$ cat src/core/sram_ctrl_pkg.sv
// Package: memory geometry, pin timing and controller states for the static memory controller
package sram_ctrl_pkg;
    localparam int ADDR_W = 16;
    localparam int DATA_W = 16;
    localparam int LANE_W = 8;
    localparam int CLK_PERIOD_NS = 50;
    // Worst-case speed grade figures, in ns
    localparam int ACCESS_NS = 25;
    localparam int WRITE_PULSE_NS = 12;
    localparam int CS_TO_END_NS = 15;
    localparam int ADDR_TO_END_NS = 14;
    localparam int LANE_TO_END_NS = 14;
    localparam int DATA_SETUP_NS = 10;
    localparam int FLOAT_NS = 8;
    localparam int HOLD_NS = 5;
    // Least times round up, at least one cycle
    function automatic int cyc_up(input int ns);
        int c;
        c = (ns + CLK_PERIOD_NS - 1) / CLK_PERIOD_NS;
        return (c < 1) ? 1 : c;
    endfunction
    localparam int READ_CYC = cyc_up(ACCESS_NS);
    localparam int WRITE_CYC_A = cyc_up(WRITE_PULSE_NS) > cyc_up(CS_TO_END_NS) ?
                                 cyc_up(WRITE_PULSE_NS) : cyc_up(CS_TO_END_NS);
    localparam int WRITE_CYC_B = cyc_up(ADDR_TO_END_NS) > cyc_up(LANE_TO_END_NS) ?
                                 cyc_up(ADDR_TO_END_NS) : cyc_up(LANE_TO_END_NS);
    localparam int WRITE_CYC_C = WRITE_CYC_A > WRITE_CYC_B ? WRITE_CYC_A : WRITE_CYC_B;
    localparam int WRITE_CYC = WRITE_CYC_C > cyc_up(DATA_SETUP_NS) ? WRITE_CYC_C : cyc_up(DATA_SETUP_NS);
    localparam int TURN_CYC = cyc_up(FLOAT_NS);
    localparam int CNT_W = 4;
    typedef enum logic [2:0] {IDLE, RD_WAIT, WR_SETUP, WR_PULSE, WR_END, TURN} state_t;
endpackage

$ cat src/core/sram_pin_if.sv
// Interface: memory pin bundle between sequencer and pin driver
`timescale 1ns/1ps
interface sram_pin_if;
    logic chipSel;
    logic outEnable;
    logic writeEnable;
    logic [1:0] laneEnable;
    logic driveBus;
    modport seq(output chipSel, output outEnable, output writeEnable, output laneEnable, output driveBus);
    modport pins(input chipSel, input outEnable, input writeEnable, input laneEnable, input driveBus);
endinterface

$ cat src/core/sram_pin_drive.sv
// Pin driver: registers the memory control strobes and the data output enables
`timescale 1ns/1ps
module sram_pin_drive
    import sram_ctrl_pkg::*;
(
    input wire logic clk, // System clock
    input wire logic nrst, // Synchronous reset, active low
    sram_pin_if.pins pin, // Requested pin levels
    output logic chip_sel_n, // Chip select to memory
    output logic out_enable_n, // Output enable to memory
    output logic write_enable_n, // Write enable to memory
    output logic low_lane_enable_n, // Lower byte lane enable
    output logic high_lane_enable_n, // Upper byte lane enable
    output logic [DATA_W-1:0] data_pins_oe_n // Data pin output enables, low drives
);
    // Registered strobes keep glitches off asynchronous memory inputs
    always_ff @(posedge clk) begin
        if (!nrst) begin
            chip_sel_n <= 1'b1;
            out_enable_n <= 1'b1;
            write_enable_n <= 1'b1;
            low_lane_enable_n <= 1'b1;
            high_lane_enable_n <= 1'b1;
            data_pins_oe_n <= '1;
        end else begin
            chip_sel_n <= ~pin.chipSel;
            out_enable_n <= ~pin.outEnable;
            write_enable_n <= ~pin.writeEnable;
            low_lane_enable_n <= ~pin.laneEnable[0];
            high_lane_enable_n <= ~pin.laneEnable[1];
            data_pins_oe_n <= {DATA_W{~pin.driveBus}};
        end
    end
endmodule

$ cat src/core/sram_ctrl.sv
// Controller top: sequences reads and writes onto an asynchronous 64K x 16 static memory
`timescale 1ns/1ps
// Summary of operation
// - Write enable stays high for the whole read cycle.
// - Chip select held low at least the select-to-end time before write end.
// - Address valid the address-to-end time before write end, held after.
// - Byte lanes enabled the lane-to-end time before write end.
module sram_ctrl
    import sram_ctrl_pkg::*;
(
    input wire logic clk, // System clock, 20 MHz
    input wire logic nrst, // Synchronous reset, active low
    input wire logic reqValid, // Request present
    output logic reqReady, // Request taken this cycle
    input wire logic reqWrite, // 1 write, 0 read
    input wire logic [ADDR_W-1:0] reqAddr, // Word address
    input wire logic [DATA_W-1:0] reqData, // Write data
    input wire logic [1:0] reqLanes, // Lane select, bit0 low byte, bit1 high byte
    output logic rspValid, // Read data valid pulse
    output logic [DATA_W-1:0] rspData, // Read data
    output logic [ADDR_W-1:0] word_address, // Address to memory
    input wire logic [DATA_W-1:0] data_pins_i, // Data pins level from memory
    output logic [DATA_W-1:0] data_pins_o, // Data pins driven value
    output logic [DATA_W-1:0] data_pins_oe_n, // Data pins output enable, low drives
    output logic chip_sel_n, // Chip select
    output logic out_enable_n, // Output enable
    output logic write_enable_n, // Write enable
    output logic low_lane_enable_n, // Lower byte lane enable
    output logic high_lane_enable_n // Upper byte lane enable
);
    import sram_ctrl_pkg::*;

    sram_pin_if pinReq();
    state_t state, next_state;
    logic [CNT_W-1:0] count;
    logic [1:0] lanes;
    logic [CNT_W-1:0] next_count;

    wire idle = (state == IDLE);
    wire cntDone = (count == '0);
    wire take = idle && reqValid;
    assign reqReady = take;

    always_comb begin
        next_state = state;
        next_count = (count == '0) ? count : count - 1'b1;
        unique case (state)
            IDLE: begin
                if (reqValid && reqWrite) begin
                    next_state = WR_SETUP;
                    next_count = '0;
                end else if (reqValid) begin
                    next_state = RD_WAIT;
                    next_count = CNT_W'(READ_CYC);
                end
            end
            RD_WAIT: begin
                if (cntDone) begin
                    next_state = TURN;
                    next_count = CNT_W'(TURN_CYC - 1);
                end
            end
            WR_SETUP: begin
                next_state = WR_PULSE;
                next_count = CNT_W'(WRITE_CYC - 1);
            end
            WR_PULSE: begin
                if (cntDone) begin
                    next_state = WR_END;
                end
            end
            WR_END: next_state = IDLE;
            TURN: begin
                if (cntDone) begin
                    next_state = IDLE;
                end
            end
        endcase
    end

    // Requested pin levels, decoded from next_state and registered by the pin driver
    assign pinReq.chipSel = (next_state != IDLE) && (next_state != TURN);
    assign pinReq.writeEnable = (next_state == WR_PULSE);
    assign pinReq.outEnable = (next_state == RD_WAIT);
    assign pinReq.laneEnable = (next_state == IDLE || next_state == TURN) ? 2'b00 :
                               (take ? reqLanes : lanes);
    // Bus driven only on the write path; released before any read enables outputs
    assign pinReq.driveBus = (next_state == WR_SETUP) || (next_state == WR_PULSE) ||
                             (next_state == WR_END);

    always_ff @(posedge clk) begin
        if (!nrst) begin
            state <= IDLE;
            count <= '0;
            lanes <= 2'b00;
            word_address <= '0;
            data_pins_o <= '0;
        end else begin
            state <= next_state;
            count <= next_count;
            if (take) begin
                lanes <= reqLanes;
                word_address <= reqAddr;
                data_pins_o <= reqData;
            end
        end
    end

    // Sample in the last read cycle; unselected lanes read as zero
    wire sampleNow = (state == RD_WAIT) && cntDone;
    wire [DATA_W-1:0] laneMask = {{LANE_W{lanes[1]}}, {LANE_W{lanes[0]}}};
    always_ff @(posedge clk) begin
        if (!nrst) begin
            rspValid <= 1'b0;
            rspData <= '0;
        end else begin
            rspValid <= sampleNow;
            if (sampleNow) begin
                rspData <= data_pins_i & laneMask;
            end
        end
    end

    sram_pin_drive drive (
        .clk(clk),
        .nrst(nrst),
        .pin(pinReq),
        .chip_sel_n(chip_sel_n),
        .out_enable_n(out_enable_n),
        .write_enable_n(write_enable_n),
        .low_lane_enable_n(low_lane_enable_n),
        .high_lane_enable_n(high_lane_enable_n),
        .data_pins_oe_n(data_pins_oe_n)
    );
endmodule

$ cat config.mk
export PLATFORM = sky130hd
export DESIGN_NAME = sram_ctrl
export DESIGN_NICKNAME = d
export VERILOG_FILES = /design/src/core/sram_ctrl_pkg.sv /design/src/core/sram_pin_if.sv /design/src/core/sram_pin_drive.sv /design/src/core/sram_ctrl.sv
export SDC_FILE = /design/constraint.sdc
export NUM_CORES = 1
export LEC_CHECK = 0
export BUFFER_PORTS_ARGS = -buffer_cell sky130_fd_sc_hd__buf_2
export CAP_MARGIN = 20
export CORE_MARGIN = 1.5
export CORE_UTILIZATION = 42
export DETAILED_ROUTE_END_ITERATION = 8
export GPL_TIMING_DRIVEN = 0
export HOLD_SLACK_MARGIN = 0.06
export PLACE_DENSITY = 0.73
export SLEW_MARGIN = 20
export SYNTH_ARGS = -nofsm -noshare
export SYNTH_HDL_FRONTEND = slang
export SYNTH_SLANG_ARGS = --single-unit
$ cat constraint.sdc
create_clock -name clk -period 2.95 [get_ports clk]
set_input_delay 0.295 -clock clk [delete_from_list [all_inputs] [get_ports clk]]
set_output_delay 0.295 -clock clk [all_outputs]
set_load 0.005 [all_outputs]
**After elaboration in Yosys (flattened, before gate mapping)**

Cells that the tools add are included.

- Bitwise gates (word level): 7
- Equality and inequality tests: 11
- Muxes and demuxes: 13
- Reductions and logical operators: 11
- Add/sub/neg operators: 1

Operator list:

| operator | count |
|---|---|
| $pmux W3 S6 | 1 |
| $and A16 B16 Y16 | 1 |
| $mux W4 | 4 |
| $mux W3 | 5 |
| $eq A3 B2 Y1 const B | 4 |
| $eq A3 B3 Y1 const B | 4 |
| $pmux W4 S3 | 1 |
| $eq A3 B1 Y1 const B | 2 |
| $logic_not A3 Y1 | 2 |
| $not A1 Y1 | 6 |
| $logic_and A1 B1 Y1 | 4 |
| $logic_not A4 Y1 | 1 |
| $mux W2 | 2 |
| $sub A4 B1 Y4 const B | 1 |
| $logic_or A1 B1 Y1 | 3 |
| $ne A3 B3 Y1 const B | 1 |
| $reduce_bool A3 Y1 | 1 |

- Bits in registers: 64

**Depth between registers and ports, before layout**

- Word-level depth: 7
- Gate-level depth with buffers: 9
- Depth with buffers taken out: 8

**Cells and area by module**

From an unflattened synthesis, not the netlist that was laid out.

- Cells, all modules: 322
- Area total of the unflattened synthesis: 2656.3 µm²

By module, submodules not included:

| module | area each (µm²) | instances | cells each |
|---|---|---|---|
| sram_ctrl | 2401.1 | 1 | 295 |
| sram_pin_drive | 255.2 | 1 | 27 |

**Least setup slack after synthesis**

No wires, ideal clock.

- Path kind: reg-to-reg
- Start: register count[0]
- End: register rspData[0]
- Path slack: 1.193 ns
- Period minus slack after synthesis: 1.757 ns
- Required time: 2.834 ns
- Arrival: 1.640 ns
- Buffers on the path: 2
- Stages on the path, launching flop included: 10
- Cells stage by stage: dfxtp_1 inv_1 ha_1 nor3b_4 inv_4 or3_1 buf_6 buf_8 nand2_1 a21boi_1

- Word-level cells in the longest chain between the ends: 2

RTL lines:

| item | RTL line | text |
|---|---|---|
| from (decl) | sram_ctrl.sv:35 | `logic [CNT_W-1:0] count;` |
| from (signal assigned) | sram_ctrl.sv:100 | `count <= next_count;` |
| $logic_not A4 Y1 | sram_ctrl.sv:40 | `wire cntDone = (count == '0);` |
| $logic_and A1 B1 Y1 | sram_ctrl.sv:110 | `wire sampleNow = (state == RD_WAIT) && cntDone;` |
| to (signal assigned) | sram_ctrl.sv:119 | `rspData <= data_pins_i & laneMask;` |
| to (decl) | sram_ctrl.sv:20 | `output logic [DATA_W-1:0] rspData,` |

Every way passes these cells.
A chain may end at the register's enable or synchronous reset.

**Final worst setup path**

- Start: register state[2]
- End: output reqReady

- Word-level cells in the longest chain between the ends: 2

RTL lines:

| item | RTL line | text |
|---|---|---|
| from (decl) | sram_ctrl.sv:34 | `state_t state, next_state;` |
| from (signal assigned) | sram_ctrl.sv:99 | `state <= next_state;` |
| $logic_not A3 Y1 | sram_ctrl.sv:39 | `wire idle = (state == IDLE);` |
| $logic_and A1 B1 Y1 | sram_ctrl.sv:41 | `wire take = idle && reqValid;` |
| to (decl) | sram_ctrl.sv:14 | `output logic reqReady,` |

Every way passes these cells.

==> results.txt <==
- At the placement stage, the worst setup path has a slack of 1.02 ns.
* Synthesized area: 2720 µm²
- GR Util met3: 0.0673
- Unrepaired setup endpoints after global routing: false
* Last weighted congestion value of the routability-driven placer: 0.801
- Global router's overall resource usage: 0.187
* Width of the die: 83.5 µm
- Setup violations remaining at the end of the flow were counted as 0.
- Initial cell density of the core: 0.431
- The number of max-slew violations in the final report is 0.
- The first global-routing pass estimated 10400 µm of wire.
- The first routing iteration left 125 violations.
- Worst skew pair latency: 0.34 ns
- Share of cells above drive strength 1: 0.374
- Entering global routing, the biggest net connects 17 pins.
- Most frequent cell on the critical path: sky130_fd_sc_hd__buf_2
- Of all nets on the critical path, the largest fanout is 10.
- Type of the most critical hold path: in -> reg
- EDFF count, synth: 0
- Measured along the y axis, the die boundary spans 83.5 µm.
- Arrival time of data at the critical path endpoint: 1.86 ns
- In the final design database the tool counted 506 nets.
- Placeable core area: 6310 µm²
- Net count after synthesis: 371
- Clock-pin slew was measured on the worst setup and hold paths at roughly 0.070 ns.
- H-tree depth: 3
* Number of placed I/O pins: 125
- After detailed routing, the average wire length per cell comes to 11.9 µm.
- Slew of the pin with the lowest slew margin: roughly 0.46 ns
- Power spread over the standard cell area amounts to 826 nW/µm².
- Crit path largest cell delay: approximately 0.54 ns
- IR analysis of the VDD net gives a maximum drop of 0.417 mV.
* Number of vias after detailed routing: 2519
- The number of global-route vias before repair is 2347.
- Setup total negative slack on the finished layout was measured at 0 ns.
- Maximum frequency from static timing analysis: 0.464 GHz
* Proportion of synthesized flip-flops having asynchronous set or reset: 0
- The initial antenna violation count is 0.
* WHS: 0.187 ns
- STA classifies the critical path endpoint as an output pin.
- Element type at the critical path start: flip-flop
- Synthesis inferred 64 register bits.
- Number of buffers on the longest clock path: 2
- Detailed placement ended at an HPWL of 4670 µm.
- CP max-delay cell: sky130_fd_sc_hd__or4b_1
- In the finished design, the share of the clock period the worst path needs comes to 0.730.
- A synthesized cell averages 8.64 µm².
- Vias per std cell: roughly 4.7
- Routed WL: 6330 µm
- Overflow after GRT: 0
- Across all setup checks in the final design, the least slack found is approximately 0.80 ns.
* Root Buffer: sky130_fd_sc_hd__clkbuf_8
* Hold buffer count at cts: 0
* Total DRC errors in the routed layout: 0
* Type of the worst setup path: reg -> out
- Series of cell instances along the critical path: or4b_1, buf_2, clkinv_2, buf_6, buf_2
- Buffer count from post-CTS setup fixing: 0
* CTS Buf Count: 9
* Post-synthesis cell type count: 40
- Final number of hold-violating endpoints: 0
- The routed design could run at a clock period as short as 2.15 ns.
- Worst max-slew margin expressed relative to the limit: 0.692
- In this run the core area contains 29 standard-cell rows.
- met2 is the most crowded layer.
- In the global route stage, met1 resource usage came out at 0.219.
- Number of diodes added for antenna fixing: 0
* DIE AREA: approximately 7000 µm²
- The pre-antenna-repair detailed-routing pass consisted of 4 iterations.
- The most used flip-flop cell after synthesis is sky130_fd_sc_hd__dfxtp_1.
- Total number of yosys warnings: 0
* Count of input and output buffers: around 120
- Result of the run: complete, no violations
* Worst EP required: 2.65 ns
- TritonCTS built the clock tree.
- Share of the yosys chip area belonging to registers: 0.471
- From synthesis to final layout, the design area changed by 33.6%.
* Count of clock tree sinks: 64
- Post-cts resize count: 0
* Setup Skew: 0.00951 ns
* Static leakage power: 1.67 nW
- Antenna viol nets, final: 0
- Syn Inst Count: between 300 and 400
- Met2 Resource Use GR: 0.314
* Number of max-cap violations: 0
kinds of logic after synthesis:
logic type	after synthesis	share of synthesized area
xor gates and xnor gates	2	0.00644
and+or+nand+nor	134	0.223
AOI/OAI and AO/OA	70	0.191
DFF	64	0.471
buffers and inverters	43	0.100
adders and majority gates	2	0.00919
placed cells by master, fill, tap and decap left out, types with 3 or more instances in the layout:
| cell type | synthesis | final |
|---|---|---|
| sky130_fd_sc_hd__buf_6 | 5 | 5 |
| sky130_fd_sc_hd__nand3_1 | 17 | 17 |
| sky130_fd_sc_hd__o21ai_0 | 4 | 4 |
| sky130_fd_sc_hd__buf_2 | 2 | 126 |
| sky130_fd_sc_hd__a21boi_0 | 10 | 10 |
| sky130_fd_sc_hd__clkbuf_8 | 0 | 10 |
| sky130_fd_sc_hd__dfxtp_1 | 64 | 64 |
| sky130_fd_sc_hd__inv_1 | 4 | 4 |
| sky130_fd_sc_hd__a21oi_1 | 4 | 4 |
| sky130_fd_sc_hd__o31ai_1 | 4 | 4 |
| sky130_fd_sc_hd__clkinv_2 | 1 | 3 |
| sky130_fd_sc_hd__clkbuf_1 | 14 | 15 |
| sky130_fd_sc_hd__and3_1 | 3 | 3 |
| sky130_fd_sc_hd__a21boi_1 | 39 | 39 |
| sky130_fd_sc_hd__buf_4 | 15 | 15 |
| sky130_fd_sc_hd__nand2_1 | 90 | 90 |
| sky130_fd_sc_hd__nor2_1 | 9 | 9 |
power breakdown:
| part | switching [mW] | internal, mW |
|---|---|---|
| combinational | 0.610 | 0.529 |
| clock | 0.331 | 0.412 |
| sequential | 0.103 | 1.02 |
| total | 1.04 | 1.96 |
final cells by class:
cell class              count  area, µm²
repair buffers            124        621
fillers                   602       2680
plain buffers              37        246
clock buffers              11        141
clock inverters             5       56.3
inverters                   6       26.3
multi-input cells         208       1170
well taps                  77       96.3
flip-flops and latches     64       1280
routing by layer:
layer | share of wire | up-vias | routed length [µm]
met5 | 0 | - | 0
met4 | 0.014 | 0 | 91
met3 | 0.085 | 12 | 535
met2 | 0.47 | 95 | 2950
met1 | 0.44 | 1111 | 2750
li1 | - | 1301 | -
sequential cells by signal, summed over array words and instances (netlist names), 2 cells and up:
register and cells:
lanes 2, count 4, rspData 16, state 3
data_pins_o 16, word_address 16
worst max-delay path: cells and delay by family, from the launching register on:
family / cells / cell delay, ns
AND/OR/NAND/NOR: 1 / 0.54
buffers and inverters: 4 / 0.58
flip-flops: 1 / 0.38
worst paths after layout:
path              startpoint              end  slack [ns]  cells past startpoint
max                 state[2]         reqReady        0.80                      5
min              reqData[15]  data_pins_o[15]        0.19                      3
max reg2reg         count[0]      rspData[12]        0.99                      8
min reg2reg  data_pins_o[11]  data_pins_o[11]        0.45                      2
per-stage QoR:
step	instance area (µm²)	utilization	instances	power [mW]
after floorplan	2720	-	315	1.92
after global placement	3440	0.545	516	2.26
after detailed placement	3440	0.545	516	2.29
after CTS	3640	0.576	532	3.04
after global routing	3640	0.576	532	3.23
final	3640	0.576	532	3.00
cells in the mapped netlist, types with 2 or more instances:
master,n,area share
sky130_fd_sc_hd__o31ai_1,4,0.011
sky130_fd_sc_hd__a21boi_1,39,0.11
sky130_fd_sc_hd__inv_1,4,0.0055
sky130_fd_sc_hd__dfxtp_1,64,0.47
sky130_fd_sc_hd__buf_2,2,0.0037
sky130_fd_sc_hd__a21boi_0,10,0.028
sky130_fd_sc_hd__and2_1,2,0.0046
sky130_fd_sc_hd__o21ai_0,4,0.0074
sky130_fd_sc_hd__nand2_1,90,0.12
sky130_fd_sc_hd__buf_6,5,0.021
sky130_fd_sc_hd__a21oi_1,4,0.0074
sky130_fd_sc_hd__clkbuf_1,14,0.019
sky130_fd_sc_hd__a21boi_2,2,0.0083
sky130_fd_sc_hd__nand2b_1,2,0.0046
sky130_fd_sc_hd__nand3_1,17,0.031
sky130_fd_sc_hd__a211o_1,2,0.0064
sky130_fd_sc_hd__nor2_1,9,0.012
sky130_fd_sc_hd__and3_1,3,0.0069
sky130_fd_sc_hd__buf_4,15,0.041
sky130_fd_sc_hd__ha_1,2,0.0092
sky130_fd_sc_hd__xnor2_1,2,0.0064
Power figures use the tool's default switching activity.
